--- config.mk ---
export PLATFORM = sky130hd
export DESIGN_NAME = ssfs_sync_serial_unit
export DESIGN_NICKNAME = d
export VERILOG_FILES = /design/src/logic/ssfs_pkg.sv /design/src/logic/ssfs_sync_if.sv /design/src/logic/ssfs_pin_sync.sv /design/src/logic/ssfs_sync_serial_unit.sv
export SDC_FILE = /design/constraint.sdc
export NUM_CORES = 1
export LEC_CHECK = 0
export BUFFER_PORTS_ARGS = -buffer_cell sky130_fd_sc_hd__buf_4
export CAP_MARGIN = 20
export CORE_ASPECT_RATIO = 0.75
export CORE_UTILIZATION = 55
export CTS_CLUSTER_SIZE = 10
export DETAILED_ROUTE_END_ITERATION = 16
export GPL_ROUTABILITY_DRIVEN = 0
export PLACE_DENSITY = 0.76
export SLEW_MARGIN = 0
export SYNTH_ARGS = -nofsm -noshare
export SYNTH_HDL_FRONTEND = slang
export SYNTH_SLANG_ARGS = --single-unit
--- constraint.sdc ---
create_clock -name aclk -period 3.7 [get_ports aclk]
set_input_delay 0.185 -clock aclk [delete_from_list [all_inputs] [get_ports aclk]]
set_output_delay 0.185 -clock aclk [all_outputs]
set_load 0.02 [all_outputs]
--- src/logic/ssfs_pkg.sv ---
package ssfs_pkg;
  localparam int ADDR_W = 12;
  localparam logic [11:0] ADDR_CTRL = 12'h000;
  localparam logic [11:0] ADDR_CLKDIV = 12'h004;
  localparam logic [11:0] ADDR_DATA = 12'h008;
  localparam logic [11:0] ADDR_STATUS = 12'h00C;
  localparam int CTRL_EN_BIT = 0;
  localparam int CTRL_SLAVE_BIT = 1;
  localparam int CTRL_MW_BIT = 2;
  localparam int CTRL_POL_BIT = 3;
  localparam int CTRL_PHA_BIT = 4;
  localparam int CTRL_DSS_LSB = 8;
  localparam int STAT_TX_EMPTY_BIT = 0;
  localparam int STAT_RX_FULL_BIT = 1;
  localparam int STAT_BUSY_BIT = 2;
  localparam int STAT_OVR_BIT = 3;
  localparam logic [3:0] DSS_MIN = 4'h3;
  localparam logic [3:0] DSS_RESET = 4'h7;
  localparam logic [7:0] DIV_RESET = 8'h03;
  localparam logic [5:0] CTRL_BYTE_BITS = 6'h08;
  localparam logic [5:0] MW_HEAD_BITS = 6'h09;
  localparam logic [1:0] RESP_OKAY = 2'h0;
  localparam logic [1:0] RESP_SLVERR = 2'h2;
  localparam logic [2:0] SYNC_RESET = 3'h2;
  typedef enum logic [2:0] {
    ST_IDLE = 3'h0,
    ST_LEAD = 3'h1,
    ST_SHIFT = 3'h2,
    ST_TAIL = 3'h3,
    ST_GAP = 3'h4
  } ssfs_state_type;
endpackage

--- src/logic/ssfs_sync_if.sv ---
interface ssfs_sync_if;
  logic sclk;
  logic fss_n;
  logic rxd;
  logic sclk_rise;
  logic sclk_fall;
  modport producer(output sclk, output fss_n, output rxd, output sclk_rise, output sclk_fall);
  modport consumer(input sclk, input fss_n, input rxd, input sclk_rise, input sclk_fall);
endinterface

--- src/logic/ssfs_pin_sync.sv ---
module ssfs_pin_sync (
  input wire logic aclk,
  input wire logic aresetn,
  input wire logic sclk_pin,
  input wire logic fss_n_pin,
  input wire logic rxd_pin,
  ssfs_sync_if.producer sync
);
  import ssfs_pkg::*;
  typedef struct packed {
    logic [2:0] s1;
    logic [2:0] s2;
    logic sclk_d;
  } ssfs_sync_type;
  ssfs_sync_type r;
  ssfs_sync_type next_r;

  always_comb begin
    next_r = r;
    next_r.s1 = {rxd_pin, fss_n_pin, sclk_pin};
    next_r.s2 = r.s1;
    next_r.sclk_d = r.s2[0];
  end

  always_ff @(posedge aclk) begin
    if (!aresetn) begin
      r.s1 <= SYNC_RESET;
      r.s2 <= SYNC_RESET;
      r.sclk_d <= 1'h0;
    end else begin
      r <= next_r;
    end
  end

  assign sync.sclk = r.s2[0];
  assign sync.fss_n = r.s2[1];
  assign sync.rxd = r.s2[2];
  assign sync.sclk_rise = r.s2[0] & ~r.sclk_d;
  assign sync.sclk_fall = ~r.s2[0] & r.sclk_d;
endmodule

--- src/logic/ssfs_sync_serial_unit.sv ---
// Added by the designer: the AXI4-Lite slave port and the placing of the registers.
module ssfs_sync_serial_unit (
  input wire logic aclk,
  input wire logic aresetn,
  input wire logic [ssfs_pkg::ADDR_W-1:0] s_axi_awaddr,
  input wire logic s_axi_awvalid,
  output logic s_axi_awready,
  input wire logic [31:0] s_axi_wdata,
  input wire logic [3:0] s_axi_wstrb,
  input wire logic s_axi_wvalid,
  output logic s_axi_wready,
  output logic [1:0] s_axi_bresp,
  output logic s_axi_bvalid,
  input wire logic s_axi_bready,
  input wire logic [ssfs_pkg::ADDR_W-1:0] s_axi_araddr,
  input wire logic s_axi_arvalid,
  output logic s_axi_arready,
  output logic [31:0] s_axi_rdata,
  output logic [1:0] s_axi_rresp,
  output logic s_axi_rvalid,
  input wire logic s_axi_rready,
  input wire logic serial_clk_line_pin,
  output logic serial_clk_line,
  output logic serial_clk_line_en_n,
  input wire logic frame_select_line_n_pin,
  output logic frame_select_line_n,
  output logic frame_select_line_en_n,
  output logic tx_data_line,
  output logic tx_data_line_en_n,
  input wire logic rx_data_line_pin
);
  import ssfs_pkg::*;

  typedef struct packed {
    ssfs_state_type st;
    logic [7:0] half_cnt;
    logic [5:0] edge_cnt;
    logic lead_left;
    logic sclk;
    logic fss;
    logic tx_show;
    logic [15:0] tx_sr;
    logic [15:0] rx_sr;
    logic [15:0] tx_hold;
    logic tx_full;
    logic [15:0] rx_hold;
    logic rx_full;
    logic ovr;
    logic en;
    logic slave;
    logic mw;
    logic pol;
    logic pha;
    logic [3:0] dss;
    logic [7:0] div;
    logic [5:0] s_cnt;
    logic s_seen;
    logic s_loaded;
    logic aw_ok;
    logic [ADDR_W-1:0] awaddr;
    logic w_ok;
    logic [31:0] wdata;
    logic [3:0] wstrb;
    logic bvalid;
    logic [1:0] bresp;
    logic rvalid;
    logic [31:0] rdata;
    logic [1:0] rresp;
  } ssfs_unit_type;

  ssfs_unit_type r;
  ssfs_unit_type next_r;
  ssfs_sync_if sync();

  ssfs_pin_sync u_sync (
    .aclk(aclk),
    .aresetn(aresetn),
    .sclk_pin(serial_clk_line_pin),
    .fss_n_pin(frame_select_line_n_pin),
    .rxd_pin(rx_data_line_pin),
    .sync(sync.producer)
  );

  function automatic logic [31:0] strb_mask(input logic [3:0] s);
    logic [31:0] m;
    m = '0;
    for (int i = 0; i < 4; i++) begin
      m[i*8 +: 8] = {8{s[i]}};
    end
    return m;
  endfunction

  // left-align the word so its msb leaves first
  function automatic logic [15:0] align_tx(input logic [15:0] v, input logic [3:0] d);
    return 16'(v << (4'hF - d));
  endfunction

  function automatic logic [31:0] ctrl_word(input ssfs_unit_type s);
    logic [31:0] w;
    w = '0;
    w[CTRL_EN_BIT] = s.en;
    w[CTRL_SLAVE_BIT] = s.slave;
    w[CTRL_MW_BIT] = s.mw;
    w[CTRL_POL_BIT] = s.pol;
    w[CTRL_PHA_BIT] = s.pha;
    w[CTRL_DSS_LSB +: 4] = s.dss;
    return w;
  endfunction

  logic busy;
  assign busy = (r.st != ST_IDLE) || (r.slave && !sync.fss_n);

  always_comb begin
    logic tick;
    logic [4:0] dsz;
    logic [5:0] nbits;
    logic cap_odd;
    logic more;
    logic do_edge;
    logic start_word;
    logic push;
    logic [15:0] push_mask;
    logic [5:0] k;
    logic is_cap;
    logic last;
    logic s_cap;
    logic s_chg;
    logic [31:0] m;
    logic [31:0] cw;
    logic [31:0] sw;
    tick = (r.half_cnt == 8'h00);
    dsz = {1'h0, r.dss} + 5'h01;
    nbits = r.mw ? (6'(dsz) + MW_HEAD_BITS) : 6'(dsz);
    cap_odd = r.mw || !r.pha;
    more = r.en && !r.slave && r.tx_full;
    do_edge = 1'h0;
    start_word = 1'h0;
    push = 1'h0;
    push_mask = 16'((17'h00001 << dsz) - 17'h00001);
    k = r.edge_cnt + 6'h01;
    is_cap = cap_odd ? k[0] : !k[0];
    last = (k == {nbits[4:0], 1'h0});
    s_cap = (r.mw || (r.pol == r.pha)) ? sync.sclk_rise : sync.sclk_fall;
    s_chg = (r.mw || (r.pol == r.pha)) ? sync.sclk_fall : sync.sclk_rise;
    m = strb_mask(r.wstrb);
    cw = (ctrl_word(r) & ~m) | (r.wdata & m);
    sw = '0;
    sw[STAT_TX_EMPTY_BIT] = !r.tx_full;
    sw[STAT_RX_FULL_BIT] = r.rx_full;
    sw[STAT_BUSY_BIT] = busy;
    sw[STAT_OVR_BIT] = r.ovr;
    next_r = r;

    // register bus
    if (s_axi_awvalid && !r.aw_ok && !r.bvalid) begin
      next_r.aw_ok = 1'h1;
      next_r.awaddr = s_axi_awaddr;
    end
    if (s_axi_wvalid && !r.w_ok && !r.bvalid) begin
      next_r.w_ok = 1'h1;
      next_r.wdata = s_axi_wdata;
      next_r.wstrb = s_axi_wstrb;
    end
    if (r.aw_ok && r.w_ok) begin
      next_r.aw_ok = 1'h0;
      next_r.w_ok = 1'h0;
      next_r.bvalid = 1'h1;
      next_r.bresp = RESP_OKAY;
      case (r.awaddr)
        ADDR_CTRL: begin
          next_r.en = cw[CTRL_EN_BIT];
          next_r.slave = cw[CTRL_SLAVE_BIT];
          next_r.mw = cw[CTRL_MW_BIT];
          next_r.pol = cw[CTRL_POL_BIT];
          next_r.pha = cw[CTRL_PHA_BIT];
          next_r.dss = (cw[CTRL_DSS_LSB +: 4] < DSS_MIN) ? DSS_MIN : cw[CTRL_DSS_LSB +: 4];
        end
        ADDR_CLKDIV: begin
          if (r.wstrb[0]) begin
            next_r.div = r.wdata[7:0];
          end
        end
        ADDR_DATA: begin
          if ((r.wstrb[0] || r.wstrb[1]) && !r.tx_full) begin
            next_r.tx_hold = r.wdata[15:0];
            next_r.tx_full = 1'h1;
          end
        end
        ADDR_STATUS: begin
          if (r.wstrb[0] && r.wdata[STAT_OVR_BIT]) begin
            next_r.ovr = 1'h0;
          end
        end
        default: next_r.bresp = RESP_SLVERR;
      endcase
    end
    if (r.bvalid && s_axi_bready) begin
      next_r.bvalid = 1'h0;
    end
    if (s_axi_arvalid && !r.rvalid) begin
      next_r.rvalid = 1'h1;
      next_r.rresp = RESP_OKAY;
      next_r.rdata = '0;
      case (s_axi_araddr)
        ADDR_CTRL: next_r.rdata = ctrl_word(r);
        ADDR_CLKDIV: next_r.rdata = {24'h000000, r.div};
        ADDR_DATA: begin
          next_r.rdata = {16'h0000, r.rx_hold};
          next_r.rx_full = 1'h0;
        end
        ADDR_STATUS: next_r.rdata = sw;
        default: next_r.rresp = RESP_SLVERR;
      endcase
    end
    if (r.rvalid && s_axi_rready) begin
      next_r.rvalid = 1'h0;
    end

    // master sequencer
    next_r.half_cnt = tick ? r.div : r.half_cnt - 8'h01;
    case (r.st)
      ST_IDLE: begin
        next_r.half_cnt = r.div;
        next_r.sclk = !r.mw && r.pol;
        next_r.fss = 1'h1;
        next_r.tx_show = 1'h0;
        if (more) begin
          start_word = 1'h1;
          next_r.st = ST_LEAD;
          next_r.fss = 1'h0;
          next_r.lead_left = !r.mw && !r.pha;
          next_r.tx_show = r.mw;
        end
      end
      ST_LEAD: begin
        if (tick) begin
          if (r.lead_left) begin
            next_r.lead_left = 1'h0;
            next_r.tx_show = 1'h1;
          end else begin
            do_edge = 1'h1;
            next_r.st = ST_SHIFT;
          end
        end
      end
      ST_SHIFT: begin
        do_edge = tick;
      end
      ST_TAIL: begin
        if (tick) begin
          if (r.lead_left) begin
            next_r.lead_left = 1'h0;
          end else if (more && r.pha && !r.mw) begin
            start_word = 1'h1;
            next_r.st = ST_LEAD;
            next_r.tx_show = 1'h0;
          end else begin
            next_r.fss = 1'h1;
            next_r.tx_show = 1'h0;
            push = r.mw;
            next_r.st = more ? ST_GAP : ST_IDLE;
          end
        end
      end
      ST_GAP: begin
        if (tick) begin
          start_word = 1'h1;
          next_r.st = ST_LEAD;
          next_r.fss = 1'h0;
          next_r.lead_left = !r.mw && !r.pha;
          next_r.tx_show = r.mw;
        end
      end
      default: next_r.st = ST_IDLE;
    endcase

    // one serial clock edge: capture or change
    if (do_edge) begin
      next_r.edge_cnt = k;
      next_r.sclk = !r.sclk;
      if (is_cap) begin
        if (!r.mw || ({1'h0, r.edge_cnt[5:1]} >= MW_HEAD_BITS)) begin
          next_r.rx_sr = {r.rx_sr[14:0], sync.rxd};
        end
      end else if (k == 6'h01) begin
        next_r.tx_show = 1'h1;
      end else if (!last) begin
        next_r.tx_sr = {r.tx_sr[14:0], 1'h0};
      end
      if (last) begin
        next_r.edge_cnt = 6'h00;
        push = !r.mw || more;
        if (r.mw && more) begin
          start_word = 1'h1;
          next_r.st = ST_LEAD;
          next_r.lead_left = 1'h0;
          next_r.tx_show = 1'h1;
        end else begin
          next_r.st = ST_TAIL;
          next_r.lead_left = !cap_odd;
        end
      end
    end
    if (start_word) begin
      next_r.tx_sr = r.mw ? {r.tx_hold[7:0], 8'h00} : align_tx(r.tx_hold, r.dss);
      next_r.tx_full = 1'h0;
      next_r.edge_cnt = 6'h00;
      next_r.half_cnt = r.div;
    end

    // slave path, driven by the external clock
    if (r.en && r.slave && r.st == ST_IDLE) begin
      if (sync.fss_n) begin
        next_r.s_cnt = 6'h00;
        next_r.s_seen = 1'h0;
        next_r.tx_show = 1'h0;
        if (r.tx_full && !r.s_loaded) begin
          next_r.tx_sr = align_tx(r.tx_hold, r.dss);
          next_r.tx_full = 1'h0;
          next_r.s_loaded = 1'h1;
        end
      end else begin
        next_r.tx_show = !r.mw || r.tx_show;
        if (s_cap) begin
          next_r.s_seen = 1'h1;
          next_r.s_cnt = r.s_cnt + 6'h01;
          if (!r.mw || r.s_cnt < CTRL_BYTE_BITS) begin
            next_r.rx_sr = {r.rx_sr[14:0], sync.rxd};
          end
          if (r.mw && next_r.s_cnt == CTRL_BYTE_BITS) begin
            push = 1'h1;
            push_mask = 16'h00FF;
          end
          if (next_r.s_cnt == nbits) begin
            push = !r.mw;
            next_r.s_cnt = 6'h00;
            next_r.s_seen = 1'h0;
            next_r.tx_show = !r.mw;
            next_r.s_loaded = r.tx_full;
            next_r.tx_sr = r.tx_full ? align_tx(r.tx_hold, r.dss) : 16'h0000;
            next_r.tx_full = 1'h0;
          end
        end
        if (s_chg) begin
          if (r.mw) begin
            if (r.s_cnt == MW_HEAD_BITS) begin
              next_r.tx_show = 1'h1;
            end else if (r.s_cnt > MW_HEAD_BITS) begin
              next_r.tx_sr = {r.tx_sr[14:0], 1'h0};
            end
          end else if (r.s_seen) begin
            next_r.tx_sr = {r.tx_sr[14:0], 1'h0};
          end
        end
      end
    end else begin
      next_r.s_cnt = 6'h00;
      next_r.s_seen = 1'h0;
      next_r.s_loaded = 1'h0;
    end

    // received word into the holding register; a new word beats a read
    if (push) begin
      if (next_r.rx_full) begin
        next_r.ovr = 1'h1;
      end
      next_r.rx_hold = next_r.rx_sr & push_mask;
      next_r.rx_full = 1'h1;
    end
  end

  always_ff @(posedge aclk) begin
    if (!aresetn) begin
      r <= '0;
      r.fss <= 1'h1;
      r.div <= DIV_RESET;
      r.dss <= DSS_RESET;
    end else begin
      r <= next_r;
    end
  end

  assign s_axi_awready = !r.aw_ok && !r.bvalid;
  assign s_axi_wready = !r.w_ok && !r.bvalid;
  assign s_axi_bvalid = r.bvalid;
  assign s_axi_bresp = r.bresp;
  assign s_axi_arready = !r.rvalid;
  assign s_axi_rvalid = r.rvalid;
  assign s_axi_rdata = r.rdata;
  assign s_axi_rresp = r.rresp;

  // pad drive: master owns clock and select, slave releases them
  assign serial_clk_line = r.sclk;
  assign serial_clk_line_en_n = r.slave;
  assign frame_select_line_n = r.fss;
  assign frame_select_line_en_n = r.slave;
  assign tx_data_line = r.tx_show & r.tx_sr[15];
  assign tx_data_line_en_n = r.slave & sync.fss_n;
endmodule

==> results.cfg <==
[timing]
final.min_clock_period_ns = 3.40
unrepaired_setup_endpoints_after_global_routing = no
layout_worst_path_cycle_share_pct = 92.0
achievable-frequency_mhz = 294
fin_worst_skew_ns = 0.0153
worst_pin_slew_ns = 0.882
final_max_tran_viols = 0
max_slew_margin_pct = 41.2
final_setup_viols = 0
final-hold-violation-count = 0
finalSetupTns_ns = 0

[global_route]
grt_util_all_layers_pct = 28.8
grt-ovfl-total = 0
first_pass_grt_wire_length_um = 44200
largest_net_degree_at_the_start_of_global_routing = 88
initial_antenna_violation_count = 0
first_global_vias = 8592

[logic_synthesis]
synth-xor-area-share_pct = 4.15
synthFlopType = sky130_fd_sc_hd__dfxtp_1
syn_avg_cell_area_um2 = 8.13
synth_top_cells_by_area = sky130_fd_sc_hd__dfxtp_1 34%, sky130_fd_sc_hd__mux2i_1 8.1%, sky130_fd_sc_hd__nand2_1 6.0%, sky130_fd_sc_hd__nor2_1 5.5%, sky130_fd_sc_hd__a21oi_1 5.5%
postSynthRegisterBits = 172
synth.cells.most_frequent = 172 x sky130_fd_sc_hd__dfxtp_1, 164 x sky130_fd_sc_hd__nand2_1, 151 x sky130_fd_sc_hd__nor2_1
synth_fa_ha_area_share_pct = 1.96
synth_top_family_by_area = simple AND/OR/NAND/NOR gates
synthSimpleGateAreaFrac_pct = 22.6
synth_area_leader_cell = sky130_fd_sc_hd__dfxtp_1
syn-instance-count = 1257
mappedNetlistArea_um2 = 10200
synthMuxAreaShare_pct = 11.7
sequential_to_total_area_share_from_yosys_stat_pct = 33.7
compound_gate_fraction_of_synth_area_pct = 18.7
synth_most_common_cell = sky130_fd_sc_hd__dfxtp_1
synth-edff-count = 0
synth.yosys.warnings = 0
synth_largest_type_area_fraction_pct = 33.7
share_of_async_settable_or_async_resettable_flops_after_synthesis_pct = 0
synth.lib_cells_used.distinct = 92

[pwr]
power.share.clock_pct = 46.2
vdd_ir_drop_max_uv = 294
p_comb_share_pct = 6.6
power.internal_mw = 2.97
total_leakage_power_nw = 4.54
p_total_mw = 4.05
power.share.switching_pct = 26.6
sequential_group_share_of_total_power_pct = 47.2
p_switching_mw = 1.08
p_per_area_nw_per_um2 = 345

[placed_design]
buffer_ports.inserted = 80
placed_cells_incl_taps = 1513
hpwl_um = 18800

[die]
row_count = 42
horiz_die_dim_um = 159
die_ar_um2 = 19100
die-height_um = 120
num_io_pins = 117
core_region_area_um2 = 17900
initial_utilization_pct = 57.1

[route]
ant_nets = 0
route.vias.total = 9459
detail_route.wirelength_um = 27500
drt-initial-drc-count = 946
avgRoutedWirePerCell_um = 17.4
drc = 0
drt-vias-per-instance = 5.99
first_pass_iters = 5

[cells_and_area]
largest_register_ff_count = 138
fillCellCount = 1487
area_growth_pct = 14.9
largest_register = r
seq_area_um2 = 3440
multi_input_area_um2 = 6140
antenna-diode-count = 0
post_route_cells_drive_above_1_share_pct = 16.4
finalNetCount = 1409
finished_layout_cells = 1578

[worst_setup_path]
worst-setup-path-type = register to register
launching_element_type_of_the_critical_path = register
worst_r2r_path_depth = 12
critical_path.slowest_cell = sky130_fd_sc_hd__dfxtp_1
critical_path.endpoint_type = register
cpMostUsedCell = sky130_fd_sc_hd__ha_1
cp_cell_sequence = inv_2 -> ha_1 -> ha_1 -> mux2i_1 -> xor2_1 -> nor4_2 -> o21a_2 -> a311oi_1 -> nor3_2 -> buf_4 -> nand2b_2 -> a21oi_1
worst-endpoint-arrival_ns = 3.72
critical-path-max-stage-delay_ns = 0.42
timing.critical_path.required_ns = 4.02
critical_path_peak_fanout = 21

[clocking]
clock_edge_transition_at_the_registers_on_the_reported_setup_and_hold_paths_ns = 0.07
cts-htree-levels = 4
cts_made_buffers = 17
clk_latency_ns = 0.44
clock_tree.root_cell = sky130_fd_sc_hd__clkbuf_16
cts_tree = done
largest_buffer_count_on_any_clock_path = 2
cts.sink_count = 172

[run_status]
result_of_the_run = finished, final reports clean

[run]
max_cap_violations = 0

[hold_path]
worstHoldPathType = input port to register
min_path_cells = 3
[path summary, 6_finish.rpt]
| kind | startpoint | end | slack [ns] |
|---|---|---|---|
| min reg2reg | u_sync.next_r[2]$_SDFF_PN1_ | u_sync.sync.fss_n$_SDFF_PN1_ | 0.41 |
| max reg2reg | r[104]$_SDFFE_PN1P_ | r[117]$_SDFFE_PN0N_ | 0.30 |
| max | r[104]$_SDFFE_PN1P_ | r[117]$_SDFFE_PN0N_ | 0.30 |
| min | s_axi_wdata[13] | r[55]$_SDFFE_PN0P_ | 0.0002 |
[final cells by class]
cell class                      count  area share [%]
Multi-Input combinational cell    966            52.3
Sequential cell                   172            29.3
Timing Repair Buffer              144            9.82
Clock buffer                       17            3.62
Tap cell                          242            2.58
Clock inverter                     15            1.68
Inverter                           22           0.714
[metal layers]
layer / vias to the layer above / track usage (%) / routed length, um
li1: 4523 / - / -
met1: 4470 / 40.9 / 12800
met3: 45 / 4.84 / 2050
met4: 0 / 8.95 / 411
met2: 421 / 44.6 / 12300
met5: - / 0 / 0
[metrics by stage]
| stage | setup WS, ns | hold WS [ns] | instance area (um^2) | util, % |
|---|---|---|---|---|
| 6_report | 0.298 | 0.000197 | 11700 | 65.5 |
| 5_1_grt | 0.0729 | 0.00923 | 11700 | 65.5 |
| 4_1_cts | 0.258 | 0.00167 | 11700 | 65.3 |
| 3_5_place_dp | 0.292 | 0.374 | 10800 | 60.2 |
| 3_3_place_gp | 0.392 | 0.370 | 10800 | 60.2 |
| 2_1_floorplan | 0.488 | 0.285 | 10300 | - |
[cells by family after synthesis]
| logic type | after synthesis |
|---|---|
| and+or+nand+nor | 487 |
| DFF | 172 |
| xor gates and xnor gates | 38 |
| muxes | 107 |
| adders and majority gates | 16 |
| buffers and inverters | 136 |
| AOI/OAI and AO/OA | 300 |
| other | 1 |
[power groups by stage]
stage / registers (mW) / logic, mW / clock network [mW]
after global routing: 1.92 / 0.294 / 1.97
after CTS: 1.91 / 0.263 / 1.88
after detailed placement: 1.96 / 0.238 / 0
after global placement: 1.95 / 0.235 / 0
final: 1.91 / 0.269 / 1.87
after floorplan: 1.94 / 0.170 / 0
[critical path, delay by kind of cell (launching register included)]
kind,cells,cell delay [ns]
mux,1,0.31
buf+inv,2,0.49
simple gates,3,0.83
compound gates,3,0.51
flops,1,0.42
xor+xnor,1,0.13
fa+ha+maj,2,0.57
[placed cells by master (no fill, tap or decap), drive strengths merged, types with 5 or more instances in the layout]
cell         count
dfxtp          172
nand2          165
nor2           152
buf            115
a21oi          113
mux2i           83
o21ai           69
nand3           45
nor3            31
dlygate4sd3     29
inv             28
xnor2           23
conb            18
clkbuf          17
ha              16
and2            16
mux2            16
nor2b           14
a211oi          14
nand2b          14
xor2            12
a21o             9
o211ai           9
a221oi           9
mux4             8
nand4            8
a31oi            8
nand3b           7
o22ai            7
a22oi            7
nor4             7
clkinv           7
or3              6
a22o             5
and3             5
o21a             5
[what timing repair did]
item                       4_1_cts  5_1_grt
hold endpoints to repair        29        0
setup buffers                    0        4
resized for setup                0        3
setup endpoints to repair        0        8
hold buffers                    29        0
(Power assumes the default switching activity.)
